File: config.mk
export PLATFORM = sky130hd
export DESIGN_NAME = dsw_top
export DESIGN_NICKNAME = d
export VERILOG_FILES = /design/src/dsw_pkg.sv /design/src/dsw_chan.sv /design/src/dsw_top.sv
export VERILOG_INCLUDE_DIRS = /design/src
export SDC_FILE = /design/constraint.sdc
export NUM_CORES = 1
export LEC_CHECK = 0
export BUFFER_PORTS_ARGS = -buffer_cell sky130_fd_sc_hd__buf_2
export CAP_MARGIN = 20
export CORE_UTILIZATION = 45
export CTS_BUF_LIST = sky130_fd_sc_hd__clkbuf_16
export CTS_CLUSTER_DIAMETER = 100
export CTS_CLUSTER_SIZE = 40
export DETAILED_ROUTE_END_ITERATION = 8
export GPL_TIMING_DRIVEN = 0
export PLACE_DENSITY = 0.73
export SYNTH_ARGS = -nofsm -noshare
export SYNTH_HDL_FRONTEND = slang
export SYNTH_SLANG_ARGS = --single-unit
File: constraint.sdc
create_clock -name CORE_CLK -period 2.17 [get_ports CORE_CLK]
set_input_delay 0.1085 -clock CORE_CLK [delete_from_list [all_inputs] [get_ports CORE_CLK]]
set_output_delay 0.1085 -clock CORE_CLK [all_outputs]
set_load 0.005 [all_outputs]
File: src/dsw_map.svh
// Constants for the drive state word block: bit positions, codes and widths
// Summary of operation
// - State flags sit at fixed word bit positions
// - Power applied bit always reads one
// - Emergency halt bit low during quick stop
// - Warning bit always reads zero
// - Host managed bit always reads one
// - Goal met set when set-point reached
// - Goal met set on operating mode change
// - New target write re-evaluates goal met
// - Goal met set when halted at standstill
// - Same target value leaves goal met alone
// - Limit hit bit set at current limit
// - Bit 10 meaning follows control halt bit
// - Off, inhibited and fault states coded fixed
// - Enabled path states coded with bit five
// - Position mode bit 12 is set-point acknowledge
// - Bit 13 reads zero in profile modes
// - Velocity mode bit 12 means speed zero
// - Host picks channel one..N, gets 16 bits
`ifndef DSW_MAP_SVH
`define DSW_MAP_SVH

`define DSW_NUM_CH        2
`define DSW_CH_W          8
`define DSW_WORD_W        16
`define DSW_TGT_W         32

`define DSW_BIT_ARMED     0
`define DSW_BIT_ON        1
`define DSW_BIT_OPEN      2
`define DSW_BIT_FAULT     3
`define DSW_BIT_POWER     4
`define DSW_BIT_EHALT     5
`define DSW_BIT_INHIB     6
`define DSW_BIT_WARN      7
`define DSW_BIT_HOST      9
`define DSW_BIT_GOAL      10
`define DSW_BIT_LIMIT     11
`define DSW_BIT_MODE12    12
`define DSW_BIT_MODE13    13

`define DSW_CW_HALT       8

`define DSW_MODE_PP       8'h01
`define DSW_MODE_PV       8'h03

`define DSW_WORD_RESET    16'h0000

`endif

File: src/dsw_pkg.sv
// Types shared by the drive state word block
package dsw_pkg;

  typedef enum logic [2:0]
  {
    DSW_NOT_READY   = 3'b000,
    DSW_INHIBITED   = 3'b001,
    DSW_ARMED       = 3'b010,
    DSW_ON          = 3'b011,
    DSW_OP_ENABLED  = 3'b100,
    DSW_QSTOP       = 3'b101,
    DSW_FAULT_REACT = 3'b110,
    DSW_FAULT       = 3'b111
  } dsw_state_e;

  // Live drive status of one channel, from the motion core
  typedef struct packed
  {
    dsw_state_e  state;
    logic [7:0]  mode;
    logic [15:0] control;
    logic        at_setpoint;
    logic        standstill;
    logic        current_limit;
    logic        setpoint_busy;
    logic        tgt_write;
    logic [31:0] tgt_value;
  } dsw_chan_s;

endpackage

File: src/dsw_chan.sv
// One channel: goal met tracking and status word assembly
`timescale 1ns/100ps
`default_nettype none
`include "dsw_map.svh"

module dsw_chan
  import dsw_pkg::*;
(
  // Clock and reset
  input  wire logic       clk,
  input  wire logic       rst,
  // Channel status
  input  wire dsw_chan_s  chan,
  // Assembled word
  output logic [15:0]     word
);

  logic [7:0]  mode_reg;
  logic [31:0] tgt_reg;
  logic        goal_reg;
  logic        goal_next;
  logic        halt;
  logic        mode_chg;
  logic        new_tgt;
  logic        goal_eval;
  logic        pp_mode;
  logic        pv_mode;
  logic [3:0]  low_code;
  logic        inhib;
  logic        ehalt;

  ////////////////////////////////////////////////////////////////////////////
  assign halt      = chan.control[`DSW_CW_HALT];
  assign mode_chg  = (chan.mode != mode_reg);
  assign new_tgt   = chan.tgt_write && (chan.tgt_value != tgt_reg);
  // With halt set the bit tracks standstill, else the set-point
  assign goal_eval = halt ? chan.standstill : chan.at_setpoint;

  // Between target writes the flag follows the live condition, so a new
  // target naturally drops it until the axis gets there again
  assign goal_next = mode_chg       ? 1'b1 :
                     new_tgt        ? goal_eval :
                     chan.tgt_write ? goal_reg : goal_eval;

  always_ff @(posedge clk)
  begin
    if (rst)
    begin
      mode_reg <= 8'h00;
      tgt_reg  <= 32'h0000_0000;
      goal_reg <= 1'b0;
    end
    else
    begin
      mode_reg <= chan.mode;
      if (chan.tgt_write)
        tgt_reg <= chan.tgt_value;
      goal_reg <= goal_next;
    end
  end

  ////////////////////////////////////////////////////////////////////////////
  function automatic logic [3:0] state_low(input dsw_state_e s);
    case (s)
      DSW_ARMED:       state_low = 4'h1;
      DSW_ON:          state_low = 4'h3;
      DSW_OP_ENABLED:  state_low = 4'h7;
      DSW_QSTOP:       state_low = 4'h7;
      DSW_FAULT_REACT: state_low = 4'hf;
      DSW_FAULT:       state_low = 4'h8;
      default:         state_low = 4'h0;
    endcase
  endfunction

  assign low_code = state_low(chan.state);
  assign inhib    = (chan.state == DSW_INHIBITED);
  // Quick stop reaction clears bit 5; the enabled path sets it
  assign ehalt    = (chan.state == DSW_ARMED) || (chan.state == DSW_ON) ||
                    (chan.state == DSW_OP_ENABLED);
  assign pp_mode  = (chan.mode == `DSW_MODE_PP);
  assign pv_mode  = (chan.mode == `DSW_MODE_PV);

  always_comb
  begin
    word                      = `DSW_WORD_RESET;
    word[3:0]                 = low_code;
    word[`DSW_BIT_POWER]      = 1'b1;
    word[`DSW_BIT_EHALT]      = ehalt;
    word[`DSW_BIT_INHIB]      = inhib;
    word[`DSW_BIT_WARN]       = 1'b0;
    word[`DSW_BIT_HOST]       = 1'b1;
    word[`DSW_BIT_GOAL]       = goal_reg;
    word[`DSW_BIT_LIMIT]      = chan.current_limit;
    word[`DSW_BIT_MODE12]     = pp_mode ? chan.setpoint_busy :
                                pv_mode ? chan.standstill : 1'b0;
    word[`DSW_BIT_MODE13]     = 1'b0;
  end

endmodule
`default_nettype wire

File: src/dsw_top.sv
// Drive state word: per channel status words and channel query port
`timescale 1ns/100ps
`default_nettype none
`include "dsw_map.svh"

module dsw_top
  import dsw_pkg::*;
(
  // Clock and reset
  input  wire logic                   CORE_CLK,
  input  wire logic                   RESET,
  // Channel status from the motion core
  input  wire dsw_chan_s              CHAN_STATUS [`DSW_NUM_CH],
  // Query port
  input  wire logic                   QUERY_VALID,
  input  wire logic [`DSW_CH_W-1:0]   QUERY_CHANNEL,
  output logic                        REPLY_VALID,
  output logic                        REPLY_ERROR,
  output logic [`DSW_WORD_W-1:0]      DRIVE_STATE_WORD
);

  logic [15:0] words [`DSW_NUM_CH];
  logic        ch_ok;
  logic [7:0]  ch_idx;
  logic        valid_reg;
  logic        error_reg;
  logic [15:0] data_reg;

  ////////////////////////////////////////////////////////////////////////////
  genvar g;
  generate
    for (g = 0; g < `DSW_NUM_CH; g = g + 1)
    begin : g_ch
      dsw_chan u_chan
      (
        .clk  (CORE_CLK),
        .rst  (RESET),
        .chan (CHAN_STATUS[g]),
        .word (words[g])
      );
    end
  endgenerate

  ////////////////////////////////////////////////////////////////////////////
  // Channels count from one; zero and above the motor count are refused
  assign ch_ok  = (QUERY_CHANNEL != 8'h00) &&
                  (QUERY_CHANNEL <= 8'(`DSW_NUM_CH));
  assign ch_idx = QUERY_CHANNEL - 8'h01;

  always_ff @(posedge CORE_CLK)
  begin
    if (RESET)
    begin
      valid_reg <= 1'b0;
      error_reg <= 1'b0;
      data_reg  <= `DSW_WORD_RESET;
    end
    else
    begin
      valid_reg <= QUERY_VALID;
      error_reg <= QUERY_VALID && !ch_ok;
      if (QUERY_VALID)
        data_reg <= ch_ok ? words[ch_idx[0:0]] : `DSW_WORD_RESET;
    end
  end

  assign REPLY_VALID      = valid_reg;
  assign REPLY_ERROR      = error_reg;
  assign DRIVE_STATE_WORD = data_reg;

endmodule
`default_nettype wire

## Word-level counts from Yosys, hierarchy flattened

Index checks and enable logic that the tools add are counted.

- Shift-type cells: 0
- Multipliers: 0
- Add/sub/neg operators: 1
- Bitwise operators: 1
- Multiplexer cells: 18
- $lt $le $gt $ge: 2
- Divide/modulo/power cells: 0
- Reductions and logical operators: 12
- Eq/ne operators: 24

Operators by type and width:

| operator | number |
|---|---|
| 32-bit inequality test | 2 |
| 16-bit two-way mux | 3 |
| 4-bit one-hot mux with 5 select lines | 2 |
| 3-bit == test, second input constant | 8 |
| 8-bit by 1-bit == test with 1-bit output, second input constant | 2 |
| 8-bit by 2-bit == test with 1-bit output, second input constant | 2 |
| 8-bit inequality test | 2 |
| 13-bit two-way mux | 1 |
| 3-bit by 2-bit == test with 1-bit output, second input constant | 4 |
| 1-bit two-way mux | 12 |
| 8-bit by 2-bit <= comparator with 1-bit output, second input constant | 1 |
| 8-bit nonzero test | 1 |
| 3-bit by 1-bit == test with 1-bit output, second input constant | 2 |
| 3-bit by 1-bit inequality test with 1-bit output, second input constant | 2 |
| 1-bit logical AND | 4 |
| 1-bit logical OR | 4 |
| 2-bit OR reduction | 2 |
| 2-bit >= comparator, second input constant | 1 |
| 1-bit NOT with 2-bit output | 1 |
| 1-bit logical NOT | 1 |
| 1-bit subtractor, second input constant | 1 |

- Bits in writable memories: 0
- Bits in latches: 0
- Output and inout port bits: 18
- ROM bits: 0
- Word-level logic and storage cells: 67
- Input port bits: 139
- Memories kept: 0
- Register bits after elaboration: 100

## Longest topological paths before layout

- Depth after elaboration: 7
- Depth in mapped cells: 6
- Mapped depth without buffers: 5

## By module

Synthesis repeated with hierarchy kept, for this count alone.

- Cells, all modules: 497
- Area total of the unflattened synthesis: 5,019.8 µm²

Modules (own cells, without submodules):

| module | instances | sequential area each (µm²) | cells each | area each (µm²) |
|---|---|---|---|---|
| dsw_chan at g_ch[0].u_chan | 1 | 820.8 | 210 | 2,034.5 |
| dsw_chan at g_ch[1].u_chan | 1 | 820.8 | 206 | 2,011.9 |
| dsw_top | 1 | 360.3 | 81 | 973.4 |

## Worst setup path before layout

Ideal clock, no wire load.

- Path kind: in2reg
- Start: input QUERY_CHANNEL[2]
- End: register data_reg[1] (netlist: DRIVE_STATE_WORD[1])
- Cell stages on the path: 5
- Setup time: 0.067 ns
- Setup slack: 0.826 ns
- Buffers on the path: 1
- Data arrival time: 1.277 ns
- Data required time: 2.103 ns
- Cell sequence: or4_4 -> nor4_2 -> buf_4 -> o2111ai_2 -> a21oi_2

- Longest elaborated chain between the ends: 3
- Elaborated cells on any way between the ends: 4
- Those cells by class: order compare (1); mux (1); reduce/logical (2)

RTL lines:

| what | RTL line | RTL |
|---|---|---|
| start, declared | dsw_top.sv:16 | `` input wire logic [`DSW_CH_W-1:0] QUERY_CHANNEL, `` |
| 8-bit by 2-bit <= comparator with 1-bit output or 8-bit nonzero test (tied branches) | dsw_top.sv:47, dsw_top.sv:46 |  |
| 1-bit logical AND * | dsw_top.sv:46 | `assign ch_ok = (QUERY_CHANNEL != 8'h00) &&` |
| 16-bit two-way mux (no line) * | -- |  |
| end signal, assigned | dsw_top.sv:56 | `` data_reg <= `DSW_WORD_RESET; `` |
| end signal, assigned | dsw_top.sv:63 | `` data_reg <= ch_ok ? words[ch_idx[0:0]] : `DSW_WORD_RESET; `` |
| end, declared | dsw_top.sv:27 | `logic [15:0] data_reg;` |

Mark *: on every way between the ends. The rest lies on a longest branch, timed or not.
A chain may end at the register's enable or synchronous reset.

## Worst setup path in the final report

- Start: register g_ch[1].u_chan.tgt_reg[0]
- End: register g_ch[1].u_chan.goal_reg

- Longest elaborated chain between the ends: 4
- Elaborated cells on any way between the ends: 5
- Those cells by class: eq/ne (2); mux (2); reduce/logical (1)

RTL lines:

| what | RTL line | RTL |
|---|---|---|
| start, declared | dsw_chan.sv:19 | `logic [31:0] tgt_reg;` |
| start signal, assigned | dsw_chan.sv:57 | `tgt_reg <= chan.tgt_value;` |
| 32-bit inequality test * | dsw_chan.sv:35 | `assign new_tgt = chan.tgt_write && (chan.tgt_value != tgt_reg);` |
| 1-bit logical AND * | dsw_chan.sv:35 |  |
| 1-bit two-way mux | dsw_chan.sv:42 | `new_tgt ? goal_eval :` |
| 1-bit two-way mux | dsw_chan.sv:41 | `assign goal_next = mode_chg ? 1'b1 :` |
| end signal, assigned | dsw_chan.sv:58 | `goal_reg <= goal_next;` |
| end, declared | dsw_chan.sv:20 | `logic goal_reg;` |

Marks and branches as above.

==> impl.org <==
** Status
- The run finished with clean final reports.

** Route
- The first TritonRoute pass finished after 4 iterations.
- Total number of vias :: 3518
- Wirelength, routed :: 9660 µm
- Remaining DRCs :: 0
- Dividing the detail-routed via count by the number of cells gives 4.88.
- Drt initial violations :: 61
- Antenna Nets Post-Route :: 0
- Detail-routed net length per standard cell :: 13.4 µm

** Cells and area
- Layout Area Growth over Synthesis :: 23.5%
- Diodes inserted :: 0
- Of the cells placed in the final design, the portion with a size suffix greater than 1 is 0.255.
- For this run, the post-layout net count is 727.
- Utilization after layout :: 0.581
- Largest register FFs :: 64
- Post-Layout Cell Count :: 721
- After routing the design area is 5450 µm².

** CTS
- CTS-repair resized insts :: 0
- CTS built an H-tree with a depth of 3.
- The clock net in this run drives a total of 94 sinks.
- Num CTS Buffers :: 9
- In this run the post-CTS setup repair buffer count came out at 0.
- Maximum root-to-sink buffer count :: 2
- Clock input transition at the sequential cells of the worst setup and hold paths :: 0.07 ns
- Post-cts hold buffer count :: 0
- CTS tree :: built
- The cell sitting at the root of the clock tree is a sky130_fd_sc_hd__clkbuf_16.
- Worst-skew pair later-pin latency :: 0.33 ns

** Timing
- The tightest hold path in the finished design has a slack of 0.0277 ns.
- The number of hold-slack violations in the final timing report is 0.
- Fmax :: 676 MHz
- Setup violations remaining at the end of the flow were counted as 0.
- The worst pin sits at a relative slew slack of 0.602.
- At the pin with the least slew margin, the transition time is 0.597 ns.
- Clock skew on the completed layout was measured at 0.00579 ns.
- Post-route fraction of the period consumed by the critical path :: 0.682
- Setup TNS :: 0 ns
- The total count of max-transition violations in the final report was 0.
- Counting I/O delays and the setup requirement, the final critical path takes 1.48 ns.
- Setup WS post-layout :: 0.691 ns
- RSZ-0062 raised after global routing :: no

** Power and ir drop
- P per Cell Area :: 727 nW/µm²
- VDD sags by at most 0.405 mV.
- Summed over all cells, the static leakage comes to 2.32 nW.
- Total Power Consumption :: 3.96 mW

** Worst setup path
- The critical path ends at g_ch[1].u_chan.goal_reg.
- Largest driver fanout on the critical path :: 2
- The critical path is of the register to register type.
- Type of destination of the critical path :: register
- The worst register-to-register path begins at g_ch[1].u_chan.tgt_reg[0].
- Launch point of the worst path :: g_ch[1].u_chan.tgt_reg[0]
- STA classifies the critical path startpoint as a register.
- The endpoint identified for the worst register-to-register timing path is g_ch[1].u_chan.goal_reg.
- STA puts the critical path data arrival time at 1.69 ns.
- Register-to-register setup slack :: 0.69 ns
- Critical path data required time :: 2.38 ns
- Cell count of the worst reg-to-reg path :: 5

** Floorplan
- Row Count :: 35
- In this run the horizontal extent of the chip is 101 µm.
- Starting density of the core :: 0.471
- IO Count :: 157
- Floorplan die height :: 101 µm
- CORE AREA :: 9370 µm²
- The floorplan step defined a die boundary enclosing 10200 µm².

** Yosys
- Counting flops and latches in the post-synthesis netlist gives 94.
- Synthesis instantiated 30 different standard cells from the library.
- After synthesis the cells add up to 4410 µm².
- Counting every instance in the synthesized netlist gives 459.
- The share of the Yosys chip area taken by registers is 0.427.
- Async SR Flop Fraction :: 0
- Leading register cell type out of synthesis :: sky130_fd_sc_hd__dfxtp_1
- During synthesis, Yosys emitted a total of 0 warnings.
- Each instance of the synthesized netlist takes up on average 9.61 µm².
- Number of flops mapped to enable cells by yosys :: 0

** Hold path
- Tightest Hold Check Type :: input pin to register

** GRT
- Sum of overflow across all layers after global routing :: 0
- Maximum number of pins on one net before global-route repair :: 16
- The number of global-route vias before repair came to 3491.
- Gr usage total :: 0.199
- The first global-routing pass estimated 15700 µm of wire.
- Number of antenna violations at the first check in global routing :: 0

** Place
- Placed wire-length estimate :: 7500 µm
- Input/output buffers :: 114
- The congestion estimate from routability-driven global placement came to 0.798.
- In this run, placement finished with an instance count of 706.
- The placed instances occupy a cell area of 5160 µm².
- Prior to clock tree synthesis, the placed netlist has a worst setup slack of 0.622 ns.

** Job
- Max-cap violations in this run came to 0.
[worst min-delay path by stage]
stage	from	to	slack (ns)	cells after the start
4_1_cts	CHAN_STATUS[53]	g_ch[1].u_chan.mode_reg[0]	0.02	2
3_5_place_dp	CHAN_STATUS[117]	g_ch[0].u_chan.mode_reg[0]	0.37	2
5_1_grt	CHAN_STATUS[54]	g_ch[1].u_chan.mode_reg[1]	0.03	2
3_3_place_gp	CHAN_STATUS[117]	g_ch[0].u_chan.mode_reg[0]	0.36	2
6_report	CHAN_STATUS[117]	g_ch[0].u_chan.mode_reg[0]	0.03	2
2_1_floorplan	CHAN_STATUS[117]	g_ch[0].u_chan.mode_reg[0]	0.24	1
[power breakdown]
| part | switching, mW | internal [mW] |
|---|---|---|
| sequential | 0.0548 | 1.82 |
| combinational | 0.264 | 0.294 |
| clock | 0.643 | 0.884 |
[placed cells by master, fill, tap and decap left out, types with 2 or more instances in the layout]
cell type,netlist,layout
sky130_fd_sc_hd__mux2_2,6,6
sky130_fd_sc_hd__nor3_1,5,5
sky130_fd_sc_hd__dfxtp_1,94,94
sky130_fd_sc_hd__buf_4,7,7
sky130_fd_sc_hd__nand2b_1,9,9
sky130_fd_sc_hd__nand4_1,19,19
sky130_fd_sc_hd__nor2b_1,18,18
sky130_fd_sc_hd__o31ai_1,2,2
sky130_fd_sc_hd__nand3_1,16,16
sky130_fd_sc_hd__a21oi_1,9,9
sky130_fd_sc_hd__clkinv_1,0,2
sky130_fd_sc_hd__xnor2_1,82,82
sky130_fd_sc_hd__nand2_1,10,10
sky130_fd_sc_hd__conb_1,1,5
sky130_fd_sc_hd__nor4b_1,3,3
sky130_fd_sc_hd__mux2i_1,68,68
sky130_fd_sc_hd__o211ai_1,2,2
sky130_fd_sc_hd__clkbuf_16,0,9
sky130_fd_sc_hd__clkbuf_1,16,16
sky130_fd_sc_hd__nor4_1,4,4
sky130_fd_sc_hd__buf_2,7,121
sky130_fd_sc_hd__nor2_1,67,67
sky130_fd_sc_hd__o21ai_0,5,5
[worst max-delay path, cell delays in order, from the launching register on]
cell and delay (ns):
sky130_fd_sc_hd__dfxtp_1 0.32, sky130_fd_sc_hd__xnor2_1 0.16, sky130_fd_sc_hd__nand4_1 0.12, sky130_fd_sc_hd__nor4_1 0.46, sky130_fd_sc_hd__nand3_1 0.15, sky130_fd_sc_hd__mux2i_1 0.14
[metal layers]
metal | wire length (µm) | vias to the layer above | track usage
met5 | 0 | - | 0
met4 | 110 | 0 | 0.0747
met3 | 575 | 8 | 0.0541
met2 | 4760 | 88 | 0.352
met1 | 4220 | 1630 | 0.228
li1 | - | 1792 | -
[cell type report]
cell class	instances	area (µm²)
multi-input combinational	337	2390
buffer	31	151
fill	901	3930
sequential	94	1880
tap	129	161
inverter	1	3.75
clock inverter	6	62.6
timing repair buffer	114	571
clock buffer	9	225
[cell usage after synthesis, types with 2 or more instances]
| library cell | number | area, µm² |
|---|---|---|
| sky130_fd_sc_hd__nor4b_1 | 3 | 26.3 |
| sky130_fd_sc_hd__mux2i_1 | 68 | 681 |
| sky130_fd_sc_hd__xnor2_1 | 82 | 718 |
| sky130_fd_sc_hd__o31ai_1 | 2 | 15.0 |
| sky130_fd_sc_hd__nand3_1 | 16 | 80.1 |
| sky130_fd_sc_hd__nand2_1 | 10 | 37.5 |
| sky130_fd_sc_hd__nor2b_1 | 18 | 113 |
| sky130_fd_sc_hd__o211ai_1 | 2 | 15.0 |
| sky130_fd_sc_hd__nand2b_1 | 9 | 56.3 |
| sky130_fd_sc_hd__buf_4 | 7 | 52.6 |
| sky130_fd_sc_hd__mux2_2 | 6 | 67.6 |
| sky130_fd_sc_hd__o21ai_0 | 5 | 25.0 |
| sky130_fd_sc_hd__nor4_1 | 4 | 25.0 |
| sky130_fd_sc_hd__nor3_1 | 5 | 25.0 |
| sky130_fd_sc_hd__dfxtp_1 | 94 | 1880 |
| sky130_fd_sc_hd__clkbuf_1 | 16 | 60.1 |
| sky130_fd_sc_hd__buf_2 | 7 | 35.0 |
| sky130_fd_sc_hd__a21oi_1 | 9 | 45.0 |
| sky130_fd_sc_hd__nand4_1 | 19 | 119 |
| sky130_fd_sc_hd__nor2_1 | 67 | 251 |
[cell families after synthesis]
family          Yosys count  synth area share
mux                      74             0.170
xor+xnor                 83             0.165
simple gates            154             0.173
other cells               1          0.000850
compound gates           21            0.0298
flops                    94             0.427
buf+inv                  32            0.0352
(Power assumes the default switching activity.)
